**config.mk**
```make
export PLATFORM = sky130hd
export DESIGN_NAME = cell_balance_timer
export DESIGN_NICKNAME = d
export VERILOG_FILES = /design/src/logic/balance_pkg.sv /design/src/logic/balance_slot.sv /design/src/logic/cell_balance_timer.sv
export SDC_FILE = /design/constraint.sdc
export NUM_CORES = 1
export LEC_CHECK = 0
export BUFFER_PORTS_ARGS = -buffer_cell sky130_fd_sc_hd__clkbuf_2
export CAP_MARGIN = 25
export CORE_MARGIN = 4
export CORE_UTILIZATION = 65
export DETAILED_ROUTE_END_ITERATION = 8
export PLACE_DENSITY = 0.89
export SLEW_MARGIN = 15
export SYNTH_ARGS = -nofsm -noshare
export SYNTH_HDL_FRONTEND = slang
export SYNTH_SLANG_ARGS = --single-unit
```
**constraint.sdc**
```tcl
create_clock -name i_clock -period 9.56 [get_ports i_clock]
set_input_delay 0.478 -clock i_clock [delete_from_list [all_inputs] [get_ports i_clock]]
set_output_delay 0.478 -clock i_clock [all_outputs]
set_load 0.01 [all_outputs]
```
**src/logic/balance_pkg.sv**
```systemverilog
// shared types and constants for the cell balance timer block
package balance_pkg;

    // register port widths
    localparam int ADDR_W = 8;
    localparam int DATA_W = 16;

    // register offsets
    localparam logic [ADDR_W-1:0] CTRL_ADDR = 8'h0D;
    localparam logic [ADDR_W-1:0] CELL_BAL_ADDR = 8'h13;
    localparam logic [ADDR_W-1:0] TIMER_BASE_ADDR = 8'h14;
    localparam logic [ADDR_W-1:0] POWER_DOWN_DELAY_ADDR = 8'h1A;
    localparam logic [ADDR_W-1:0] STATUS_ADDR = 8'h1B;

    // output count and field layouts
    localparam int NUM_OUT = 6;
    localparam int CB_LSB = 2;
    localparam int TMR_LSB = 3;
    localparam int TMR_W = 5;
    localparam int SW_PD_BIT = 8;
    localparam int CNT_W = 9;
    localparam int SUB_SHIFT = 4;

    // status register field positions
    localparam int ST_RUN_BIT = 15;
    localparam int ST_DOWN_BIT = 14;
    localparam int ST_PDACT_BIT = 13;

    // reset values
    localparam logic [NUM_OUT-1:0] CB_RESET = 6'h00;
    localparam logic [TMR_W-1:0] TMR_RESET = 5'h00;
    localparam logic [CNT_W-1:0] CNT_ZERO = 9'h000;
    localparam logic [CNT_W-1:0] CNT_ONE = 9'h001;

    // timing: comparison tick is one sixteenth of the 72 s step
    localparam longint CLOCK_PERIOD_NS = 10;
    localparam longint TICK_TIME_MS = 4500;
    localparam longint TICK_CYCLES_DEF = (TICK_TIME_MS * 64'd1000000) / CLOCK_PERIOD_NS;

    // register request carrier
    typedef struct packed {
        logic wr;
        logic rd;
        logic [ADDR_W-1:0] addr;
        logic [DATA_W-1:0] wdata;
    } reg_req_t;

endpackage

```
**src/logic/balance_slot.sv**
```systemverilog
// one output's expiry compare against the shared counter
`timescale 1ns/100ps
module balance_slot
    import balance_pkg::*;
(
    // compare inputs
    input wire logic i_on,
    input wire logic i_tick,
    input wire logic [CNT_W-1:0] i_count_next,
    input wire logic [TMR_W-1:0] i_limit,
    // result
    output logic o_expire
);

    logic [CNT_W-1:0] limit_ticks;

    // limit scaled to sixteenths; a zero limit never expires
    always_comb begin
        limit_ticks = CNT_W'(i_limit) << SUB_SHIFT;
        o_expire = i_on && (i_limit != TMR_RESET) && i_tick && (i_count_next >= limit_ticks);
    end

endmodule // balance_slot

```
**src/logic/cell_balance_timer.sv**
```systemverilog
// cell balance outputs, shared balance timer and power-down delay
`timescale 1ns/100ps
module cell_balance_timer
    import balance_pkg::*;
#(
    parameter int unsigned TICK_CYCLES = int'(TICK_CYCLES_DEF)
) (
    // clock and reset
    input wire logic i_clock,
    input wire logic i_arst_n,
    // register port
    input wire logic [ADDR_W-1:0] i_addr,
    input wire logic [DATA_W-1:0] i_wdata,
    input wire logic i_wr,
    input wire logic i_rd,
    output logic [DATA_W-1:0] o_rdata,
    // power-down pin, active low, asynchronous
    input wire logic i_power_down_pin_n,
    // balance gate outputs and power state
    output logic [NUM_OUT-1:0] o_balance_output,
    output logic o_powered_down
);

    ////////////////////////////////////////////////////////////////////////////
    // state

    typedef struct packed {
        logic [1:0] pin_sync;
        logic pin_prev;
        logic [NUM_OUT-1:0] cb;
        logic [NUM_OUT-1:0][TMR_W-1:0] tmr;
        logic [TMR_W-1:0] pd_tmr;
        logic sw_pd;
        logic [31:0] presc;
        logic tick;
        logic run;
        logic [CNT_W-1:0] cnt;
        logic pd_act;
        logic [CNT_W-1:0] pd_cnt;
        logic down;
        logic [DATA_W-1:0] rdata;
    } state_t;

    localparam state_t STATE_RESET = '{
        pin_sync: 2'h3,
        pin_prev: 1'b1,
        cb: CB_RESET,
        tmr: '0,
        pd_tmr: TMR_RESET,
        sw_pd: 1'b0,
        presc: 32'h0000_0000,
        tick: 1'b0,
        run: 1'b0,
        cnt: CNT_ZERO,
        pd_act: 1'b0,
        pd_cnt: CNT_ZERO,
        down: 1'b0,
        rdata: 16'h0000
    };

    localparam logic [31:0] PRESC_LAST = 32'(TICK_CYCLES - 1);

    logic [1:0] rst_sync_q;
    logic rst_n;
    state_t q;
    state_t d;
    reg_req_t req;
    logic [CNT_W-1:0] cnt_next;
    logic [NUM_OUT-1:0] expire;

    ////////////////////////////////////////////////////////////////////////////
    // reset release: asserts at once, releases after two clean edges

    always_ff @(posedge i_clock or negedge i_arst_n) begin
        if (!i_arst_n) begin
            rst_sync_q <= 2'h0;
        end else begin
            rst_sync_q <= {rst_sync_q[0], 1'b1};
        end
    end

    assign rst_n = rst_sync_q[1];

    // bundle the register port
    assign req = '{wr: i_wr, rd: i_rd, addr: i_addr, wdata: i_wdata};

    ////////////////////////////////////////////////////////////////////////////
    // per-output expiry compares against the one shared counter

    assign cnt_next = CNT_W'(q.cnt + CNT_ONE);

    genvar gi;
    generate
        for (gi = 0; gi < NUM_OUT; gi++) begin : g_slot
            balance_slot u_slot (
                .i_on(q.cb[gi]),
                .i_tick(q.tick && q.run),
                .i_count_next(cnt_next),
                .i_limit(q.tmr[gi]),
                .o_expire(expire[gi])
            );
        end
    endgenerate

    ////////////////////////////////////////////////////////////////////////////
    // next-state logic

    always_comb begin
        logic pin_low;
        logic pin_fall;
        logic pd_start;
        logic pd_expire;
        logic any_timer;
        logic [NUM_OUT-1:0] new_cb;
        logic [NUM_OUT-1:0] timed;
        logic [TMR_W-1:0] new_tmr;
        logic [CNT_W-1:0] pd_next;
        logic [CNT_W-1:0] pd_limit;

        d = q;
        d.rdata = 16'h0000;
        pd_start = 1'b0;
        pd_expire = 1'b0;
        new_cb = req.wdata[CB_LSB +: NUM_OUT];
        new_tmr = req.wdata[TMR_LSB +: TMR_W];
        pd_next = CNT_W'(q.pd_cnt + CNT_ONE);
        timed = '0;
        pin_low = 1'b0;
        pin_fall = 1'b0;
        any_timer = 1'b0;
        pd_limit = CNT_ZERO;

        // pin passes two flops; only the second one is looked at
        d.pin_sync = {q.pin_sync[0], i_power_down_pin_n};
        d.pin_prev = q.pin_sync[1];
        pin_low = ~q.pin_sync[1];
        pin_fall = q.pin_prev & ~q.pin_sync[1];

        any_timer = 1'b0;
        for (int i = 0; i < NUM_OUT; i++) begin
            any_timer = any_timer | (q.tmr[i] != TMR_RESET);
        end

        // prescaler: one-cycle tick every 4.5 s
        d.tick = 1'b0;
        if (q.presc >= PRESC_LAST) begin
            d.presc = 32'h0000_0000;
            d.tick = 1'b1;
        end else begin
            d.presc = q.presc + 32'h0000_0001;
        end

        // shared counter advances by sixteenths; expired outputs drop
        if (q.tick && q.run) begin
            d.cnt = cnt_next;
        end
        d.cb = q.cb & ~expire;
        // timer registers are left untouched by expiry
        d.tmr = q.tmr;

        // host writes come after expiry so they win in the same cycle
        if (req.wr) begin
            if (req.addr == CELL_BAL_ADDR) begin
                d.cb = new_cb;
                // a running count is joined, never restarted
                if ((new_cb != CB_RESET) && any_timer && !q.run) begin
                    d.run = 1'b1;
                    d.cnt = CNT_ZERO;
                end
            end
            for (int i = 0; i < NUM_OUT; i++) begin
                if (req.addr == TIMER_BASE_ADDR + ADDR_W'(i)) begin
                    // writing a timer arms it; with its output on it also restarts the shared count
                    d.tmr[i] = new_tmr;
                    if (q.cb[i]) begin
                        // restart even when the count was idle, e.g. an untimed output
                        d.cnt = CNT_ZERO;
                        d.run = 1'b1;
                        if (new_tmr == TMR_RESET) begin
                            d.cb[i] = 1'b0;
                        end
                    end
                end
            end
            if (req.addr == POWER_DOWN_DELAY_ADDR) begin
                d.pd_tmr = new_tmr;
                // rewriting an active delay restarts its own count only, unless a tick lands in the same cycle and advances it instead
                if (q.pd_act) begin
                    d.pd_cnt = CNT_ZERO;
                end
            end
            if (req.addr == CTRL_ADDR) begin
                d.sw_pd = req.wdata[SW_PD_BIT];
                pd_start = req.wdata[SW_PD_BIT] & ~q.sw_pd;
            end
        end

        // balance counter stops once no timed output remains on
        for (int i = 0; i < NUM_OUT; i++) begin
            timed[i] = d.cb[i] && (d.tmr[i] != TMR_RESET);
        end
        if (d.run && (timed == CB_RESET)) begin
            d.run = 1'b0;
            d.cnt = CNT_ZERO;
        end

        // power-down delay: a later rising pin edge does not cancel it
        pd_start = pd_start | pin_fall;
        if (pd_start) begin
            d.pd_act = 1'b1;
            d.pd_cnt = CNT_ZERO;
        end
        pd_limit = CNT_W'(d.pd_tmr) << SUB_SHIFT;
        if (q.pd_act && !pd_start && q.tick) begin
            d.pd_cnt = pd_next;
        end
        // zero delay expires in the cycle it starts
        if (d.pd_act && ((d.pd_tmr == TMR_RESET) || (d.pd_cnt >= pd_limit))) begin
            pd_expire = 1'b1;
            d.pd_act = 1'b0;
        end

        // leave power-down once the pin is high and software bit clear
        if (q.down && !pin_low && !d.sw_pd) begin
            d.down = 1'b0;
        end
        // on expiry power down only if the pin (or software bit) still asks
        if (pd_expire && (pin_low || d.sw_pd)) begin
            d.down = 1'b1;
        end
        // powered down: every gate off and balance timing abandoned
        if (d.down) begin
            d.cb = CB_RESET;
            d.run = 1'b0;
            d.cnt = CNT_ZERO;
        end

        // reads: data stands in the cycle after the strobe only
        if (req.rd) begin
            if (req.addr == CELL_BAL_ADDR) begin
                d.rdata[CB_LSB +: NUM_OUT] = q.cb;
            end
            for (int i = 0; i < NUM_OUT; i++) begin
                if (req.addr == TIMER_BASE_ADDR + ADDR_W'(i)) begin
                    d.rdata[TMR_LSB +: TMR_W] = q.tmr[i];
                end
            end
            if (req.addr == POWER_DOWN_DELAY_ADDR) begin
                d.rdata[TMR_LSB +: TMR_W] = q.pd_tmr;
            end
            if (req.addr == CTRL_ADDR) begin
                d.rdata[SW_PD_BIT] = q.sw_pd;
            end
            if (req.addr == STATUS_ADDR) begin
                d.rdata[ST_RUN_BIT] = q.run;
                d.rdata[ST_DOWN_BIT] = q.down;
                d.rdata[ST_PDACT_BIT] = q.pd_act;
                d.rdata[CNT_W-1:0] = q.cnt;
            end
        end
    end

    ////////////////////////////////////////////////////////////////////////////
    // state register

    always_ff @(posedge i_clock or negedge rst_n) begin
        if (!rst_n) begin
            q <= STATE_RESET;
        end else begin
            q <= d;
        end
    end

    // outputs straight from flops
    assign o_balance_output = q.cb;
    assign o_powered_down = q.down;
    assign o_rdata = q.rdata;

endmodule // cell_balance_timer

```
* Word level (Yosys, flattened, before mapping)
Index checks and enable logic that the tools add are counted.
** Storage, ports and cells
- Logic and storage cells :: 184
- Input bits :: 29
- Memories kept :: 0
- Register bits :: 113
- Bits in latches :: 0
- Memory bits (read-only) :: 0
- Output and inout bits :: 23
- Bits in writable memories :: 0
** Cells by class
- $add $sub $neg :: 3
- Div/mod/pow operators :: 0
- $lt $le $gt $ge :: 8
- Shift-type cells :: 0
- $mul :: 0
- Bitwise logic cells :: 12
- Reductions and logical operators :: 55
- Equality and inequality tests :: 10
- Mux-type cells :: 76
** Operator list (count)
- 10-bit two-way mux :: 21
- 8-bit by 5-bit equality test with 1-bit output (second input constant) :: 9
- 5-bit two-way mux :: 14
- 9-bit >= comparator :: 7
- 9-bit two-way mux :: 7
- 5-bit nonzero test :: 12
- 42-bit two-way mux :: 1
- 1-bit logical AND :: 34
- 32-bit by 1-bit adder with 32-bit output (second input constant) :: 1
- 32-bit by 29-bit >= comparator with 1-bit output (second input constant) :: 1
- 32-bit two-way mux :: 1
- 1-bit two-way mux :: 27
- 9-bit by 1-bit adder with 9-bit output (second input constant) :: 2
- 6-bit two-way mux :: 3
- 5-bit logical NOT :: 2
- 8-bit by 4-bit equality test with 1-bit output (second input constant) :: 1
- 6-bit AND :: 1
- 6-bit logical NOT :: 1
- 3-bit two-way mux :: 2
- 6-bit inverter :: 1
- 1-bit OR :: 6
- 6-bit nonzero test :: 1
- 1-bit logical NOT :: 3
- 1-bit AND :: 2
- other kinds (2) :: 4

* Longest topological paths before layout
- Depth after elaboration :: 29
- Depth in mapped cells :: 18
- Gate-level depth less buffers :: 18

* Modules after synthesis
A second synthesis with hierarchy kept.
** Second synthesis, totals
- Cell total of the unflattened synthesis :: 754
- Area, all modules :: 7066.8 µm²
** By module, submodules not included
- cell_balance_timer :: instances 1, area each 6143.4 µm², seq. area each 2831.5 µm², cells an instance 628
- balance_slot :: instances 6, area each 153.9 µm², seq. area each 0.0 µm², cells an instance 21

* Worst setup path before layout
No wires, ideal clock.
- Path kind :: input to register
- Start :: input i_addr[5]
- End :: register q, in the netlist o_balance_output[0]
- Library setup time :: 0.099 ns
- Data required time :: 9.461 ns
- Stages on the path :: 16
- Setup slack :: 5.690 ns
- Arrival time :: 3.771 ns
- Path buffers :: 1
- Cell sequence :: or4b_1 -> buf_2 -> nor3_4 -> o21ai_0 -> and2_1 -> o21ai_0 -> o41ai_1 -> ha_1 -> nor2b_1 -> o21a_1 -> o21a_1 -> o21ai_0 -> a21oi_1 -> nor3_2 -> inv_1 -> a311oi_1
** RTL lines
- start, declared :: RTL line cell_balance_timer.sv:12 : input wire logic [ADDR_W-1:0] i_addr,
- end signal, assigned :: RTL line cell_balance_timer.sv:268 : q <= STATE_RESET;
- end signal, assigned :: RTL line cell_balance_timer.sv:270 : q <= d;
- end, declared :: RTL line cell_balance_timer.sv:65 : state_t q;

==> results.json <==
{
  "io_buffers": 38,
  "critPathMaxStageDelay_ns": 0.80,
  "grt_pass1_vias": 5990,
  "cts_made_buffers": 17,
  "post-synth-top-count-cell": "dfrtp_1",
  "worst_ir_drop_vdd_v": 0.000139,
  "path_class": "reg2reg",
  "postSynth.asyncResetShare_pct": 100,
  "period_share_pct": 49.1,
  "syn_inst": 766,
  "diodes": 0,
  "netlist_area_um2": 6890,
  "drc": 0,
  "io_pins": 52,
  "vias_per_cell": 6.46,
  "die_x_um": 111,
  "top_layer_used": "met4",
  "slew_violations": 0,
  "grt_start_max_net_pins": 80,
  "drive_gt1_share_pct": 12.9,
  "synth_top_area_cell": "dfrtp_1",
  "syn_avg_cell_area_um2": 8.99,
  "hold_depth": 1,
  "critical_path.endpoint_type": "flop",
  "cts_resized": 0,
  "drt_wl_total_mm": 19.3,
  "synth_top_area_share_pct": 40.0,
  "cts_buffer_depth": 2,
  "clkTransAtPathRegs_ns": 0.06,
  "die_h_um": 111,
  "routedWlPerCell_um": 20.6,
  "p_leak_nw": 3.57,
  "critPathBufInv": 0,
  "dr_wl_met3_mm": 1.59,
  "cp_top_family": "compound AO/OA/AOI/OAI gates",
  "cp.depth": 12,
  "dp_hpwl_mm": 13.6,
  "critPathMaxFanout": 9,
  "fin_tns_setup_ns": 0,
  "clk_latency_ns": 0.53,
  "min_period_ns": 4.69,
  "postRouteAntennaNets": 0,
  "status": "finished, final reports clean",
  "cts_tree": "done",
  "grt_pass1_wl_mm": 31.0,
  "ys_top_cells_by_area": "dfrtp_1, ha_1, nor2_1",
  "design_area_um2": 7740,
  "area_delta_synth_final_pct": 12.4,
  "h-tree-depth": 4,
  "placed_area_um2": 7030,
  "synth_warnings": 0,
  "cpMaxStageDelayCell": "o41ai_1",
  "met2_length_mm": 8.95,
  "dr_total_vias": 6034,
  "gp_congestion": 0.978,
  "synth-seq-cells": 113,
  "worstPathCellList": "ha_1 > nand3_1 > or2_2 > xnor2_1 > ha_1 > o21ai_0 > a21oi_1 > o41ai_1 > a31oi_1 > o21ai_0 > o311ai_4 > a21oi_1",
  "slew_headroom_pct": 32.9,
  "rows": 37,
  "final-setup-viol-count": 0,
  "fin_total_pwr_mw": 1.33,
  "arrival_ns": 5.13,
  "antenna_found_initial": 0,
  "ys.flop_type": "dfrtp_1",
  "fmax_mhz": 213,
  "initial_core_util_pct": 66.7,
  "ys_types": 69,
  "skew_ns": 0.00721,
  "tightest_slew_ns": 1.00,
  "synth-edff-count": 0,
  "p_per_area_nw_per_um2": 172,
  "r2r_cells": 12,
  "core-area_um2": 10300,
  "wl_met1_mm": 8.16,
  "overflow": 0,
  "hold_viol": 0,
  "rsz0062_at_grt": "no",
  "cts_sinks": 113,
  "fin_nets": 854,
  "start_kind": "flop",
  "drt_iter0_drc": 816,
  "required_ns": 10.00,
  "cts_hold_buffers": 1,
  "first_pass_iters": 5,
  "hold_path.class": "in2reg",
  "cts_setup_buffers": 0,
  "groute.usage.overall_pct": 32.0,
  "max-cap-violations": 0,
  "clockRootBuffer": "clkbuf_8",
  "yosysSeqAreaShare_pct": 41.1,
  "dieArea_um2": 12300,
  "yosys-top-cells-count": "dfrtp_1, nor2_1, nand2_1"
}
worst reg2reg max path, stage by stage (launching register included):
cell and delay, ns:
dfrtp_1 0.52, ha_1 0.33, nand3_1 0.16, or2_2 0.37
xnor2_1 0.79, ha_1 0.41, o21ai_0 0.17, a21oi_1 0.06
o41ai_1 0.80, a31oi_1 0.20, o21ai_0 0.40, o311ai_4 0.22
a21oi_1 0.19
kinds of logic (layout without fill, tap and decap cells):
| logic type | count (synthesis) | after routing | synth area share, % |
|---|---|---|---|
| simple gates | 295 | 295 | 20.9 |
| compound gates | 159 | 159 | 15.1 |
| flops | 113 | 113 | 41.1 |
| buf+inv | 91 | 117 | 6.30 |
| xor+xnor | 42 | 42 | 5.34 |
| fa+ha+maj | 39 | 39 | 7.09 |
| mux | 25 | 25 | 4.11 |
| other cells | 2 | 8 | 0.109 |
layout by cell type (no fill, tap or decap), types with 4 or more instances in the layout:
| cell type | instances |
|---|---|
| nand4_1 | 11 |
| inv_1 | 42 |
| a32oi_1 | 4 |
| a211oi_1 | 6 |
| a21o_1 | 5 |
| xnor2_1 | 13 |
| bufinv_16 | 7 |
| o22ai_1 | 6 |
| nand3_1 | 31 |
| xor2_1 | 29 |
| o21ai_0 | 54 |
| mux2_2 | 16 |
| nand2_1 | 77 |
| a221oi_1 | 5 |
| or4_1 | 8 |
| nor2b_1 | 10 |
| and2_1 | 9 |
| o31ai_1 | 4 |
| clkbuf_2 | 38 |
| and3_1 | 16 |
| a21oi_1 | 32 |
| nand2b_1 | 6 |
| a22oi_1 | 7 |
| a31oi_1 | 4 |
| nor3_1 | 12 |
| ha_1 | 39 |
| conb_1 | 8 |
| clkbuf_16 | 16 |
| mux2i_1 | 8 |
| nor2_1 | 93 |
| dfrtp_1 | 109 |
final timing paths:
| path | start | end | slack (ns) |
|---|---|---|---|
| setup / recovery | q[27] | q[28] | 4.87 |
| hold / removal | i_power_down_pin_n | d[114] | 0.05 |
| setup reg to reg | q[27] | q[28] | 4.87 |
| hold reg to reg | rst_sync_q[1] | o_balance_output[5] | 0.29 |
| max in group asynchronous | rst_sync_q[1] | d[112] | 8.25 |
| min in group asynchronous | i_arst_n | rst_sync_q[1] | 0.27 |
flip-flops by register name (all words and copies together), names as in the netlist:
register          flops
q                    90
o_rdata              12
o_balance_output      6
d                     2
rst_sync_q            2
o_powered_down        1
through the flow:
stage	hold slack, ns	util (%)	cells	setup WS (ns)
6_report	0.0484	74.9	934	4.87
2_1_floorplan	0.182	-	772	5.69
3_5_place_dp	0.266	68.1	900	4.67
3_3_place_gp	0.263	68.1	900	4.87
5_1_grt	0.0323	74.9	934	4.62
4_1_cts	0.0287	74.6	932	5.10
area by class of cell:
cell class | instances | area (µm²)
multi-input combinational | 568 | 3660
sequential | 113 | 2840
fill | 683 | 2590
clock buffer | 20 | 425
timing repair buffer | 44 | 255
clock inverter | 11 | 234
tap | 136 | 170
inverter | 42 | 158
power breakdown:
group          switching, mW  internal (mW)
registers             0.0194          0.494
logic                 0.0654         0.0342
clock network          0.218          0.500
metal layers:
layer | global-route usage, % | vias to the layer above
met1 | 43.6 | 2983
li1 | - | 2711
met4 | 13.5 | 0
met2 | 49.2 | 290
met3 | 7.70 | 50
met5 | 0 | -
Power figures use the tool's default switching activity.
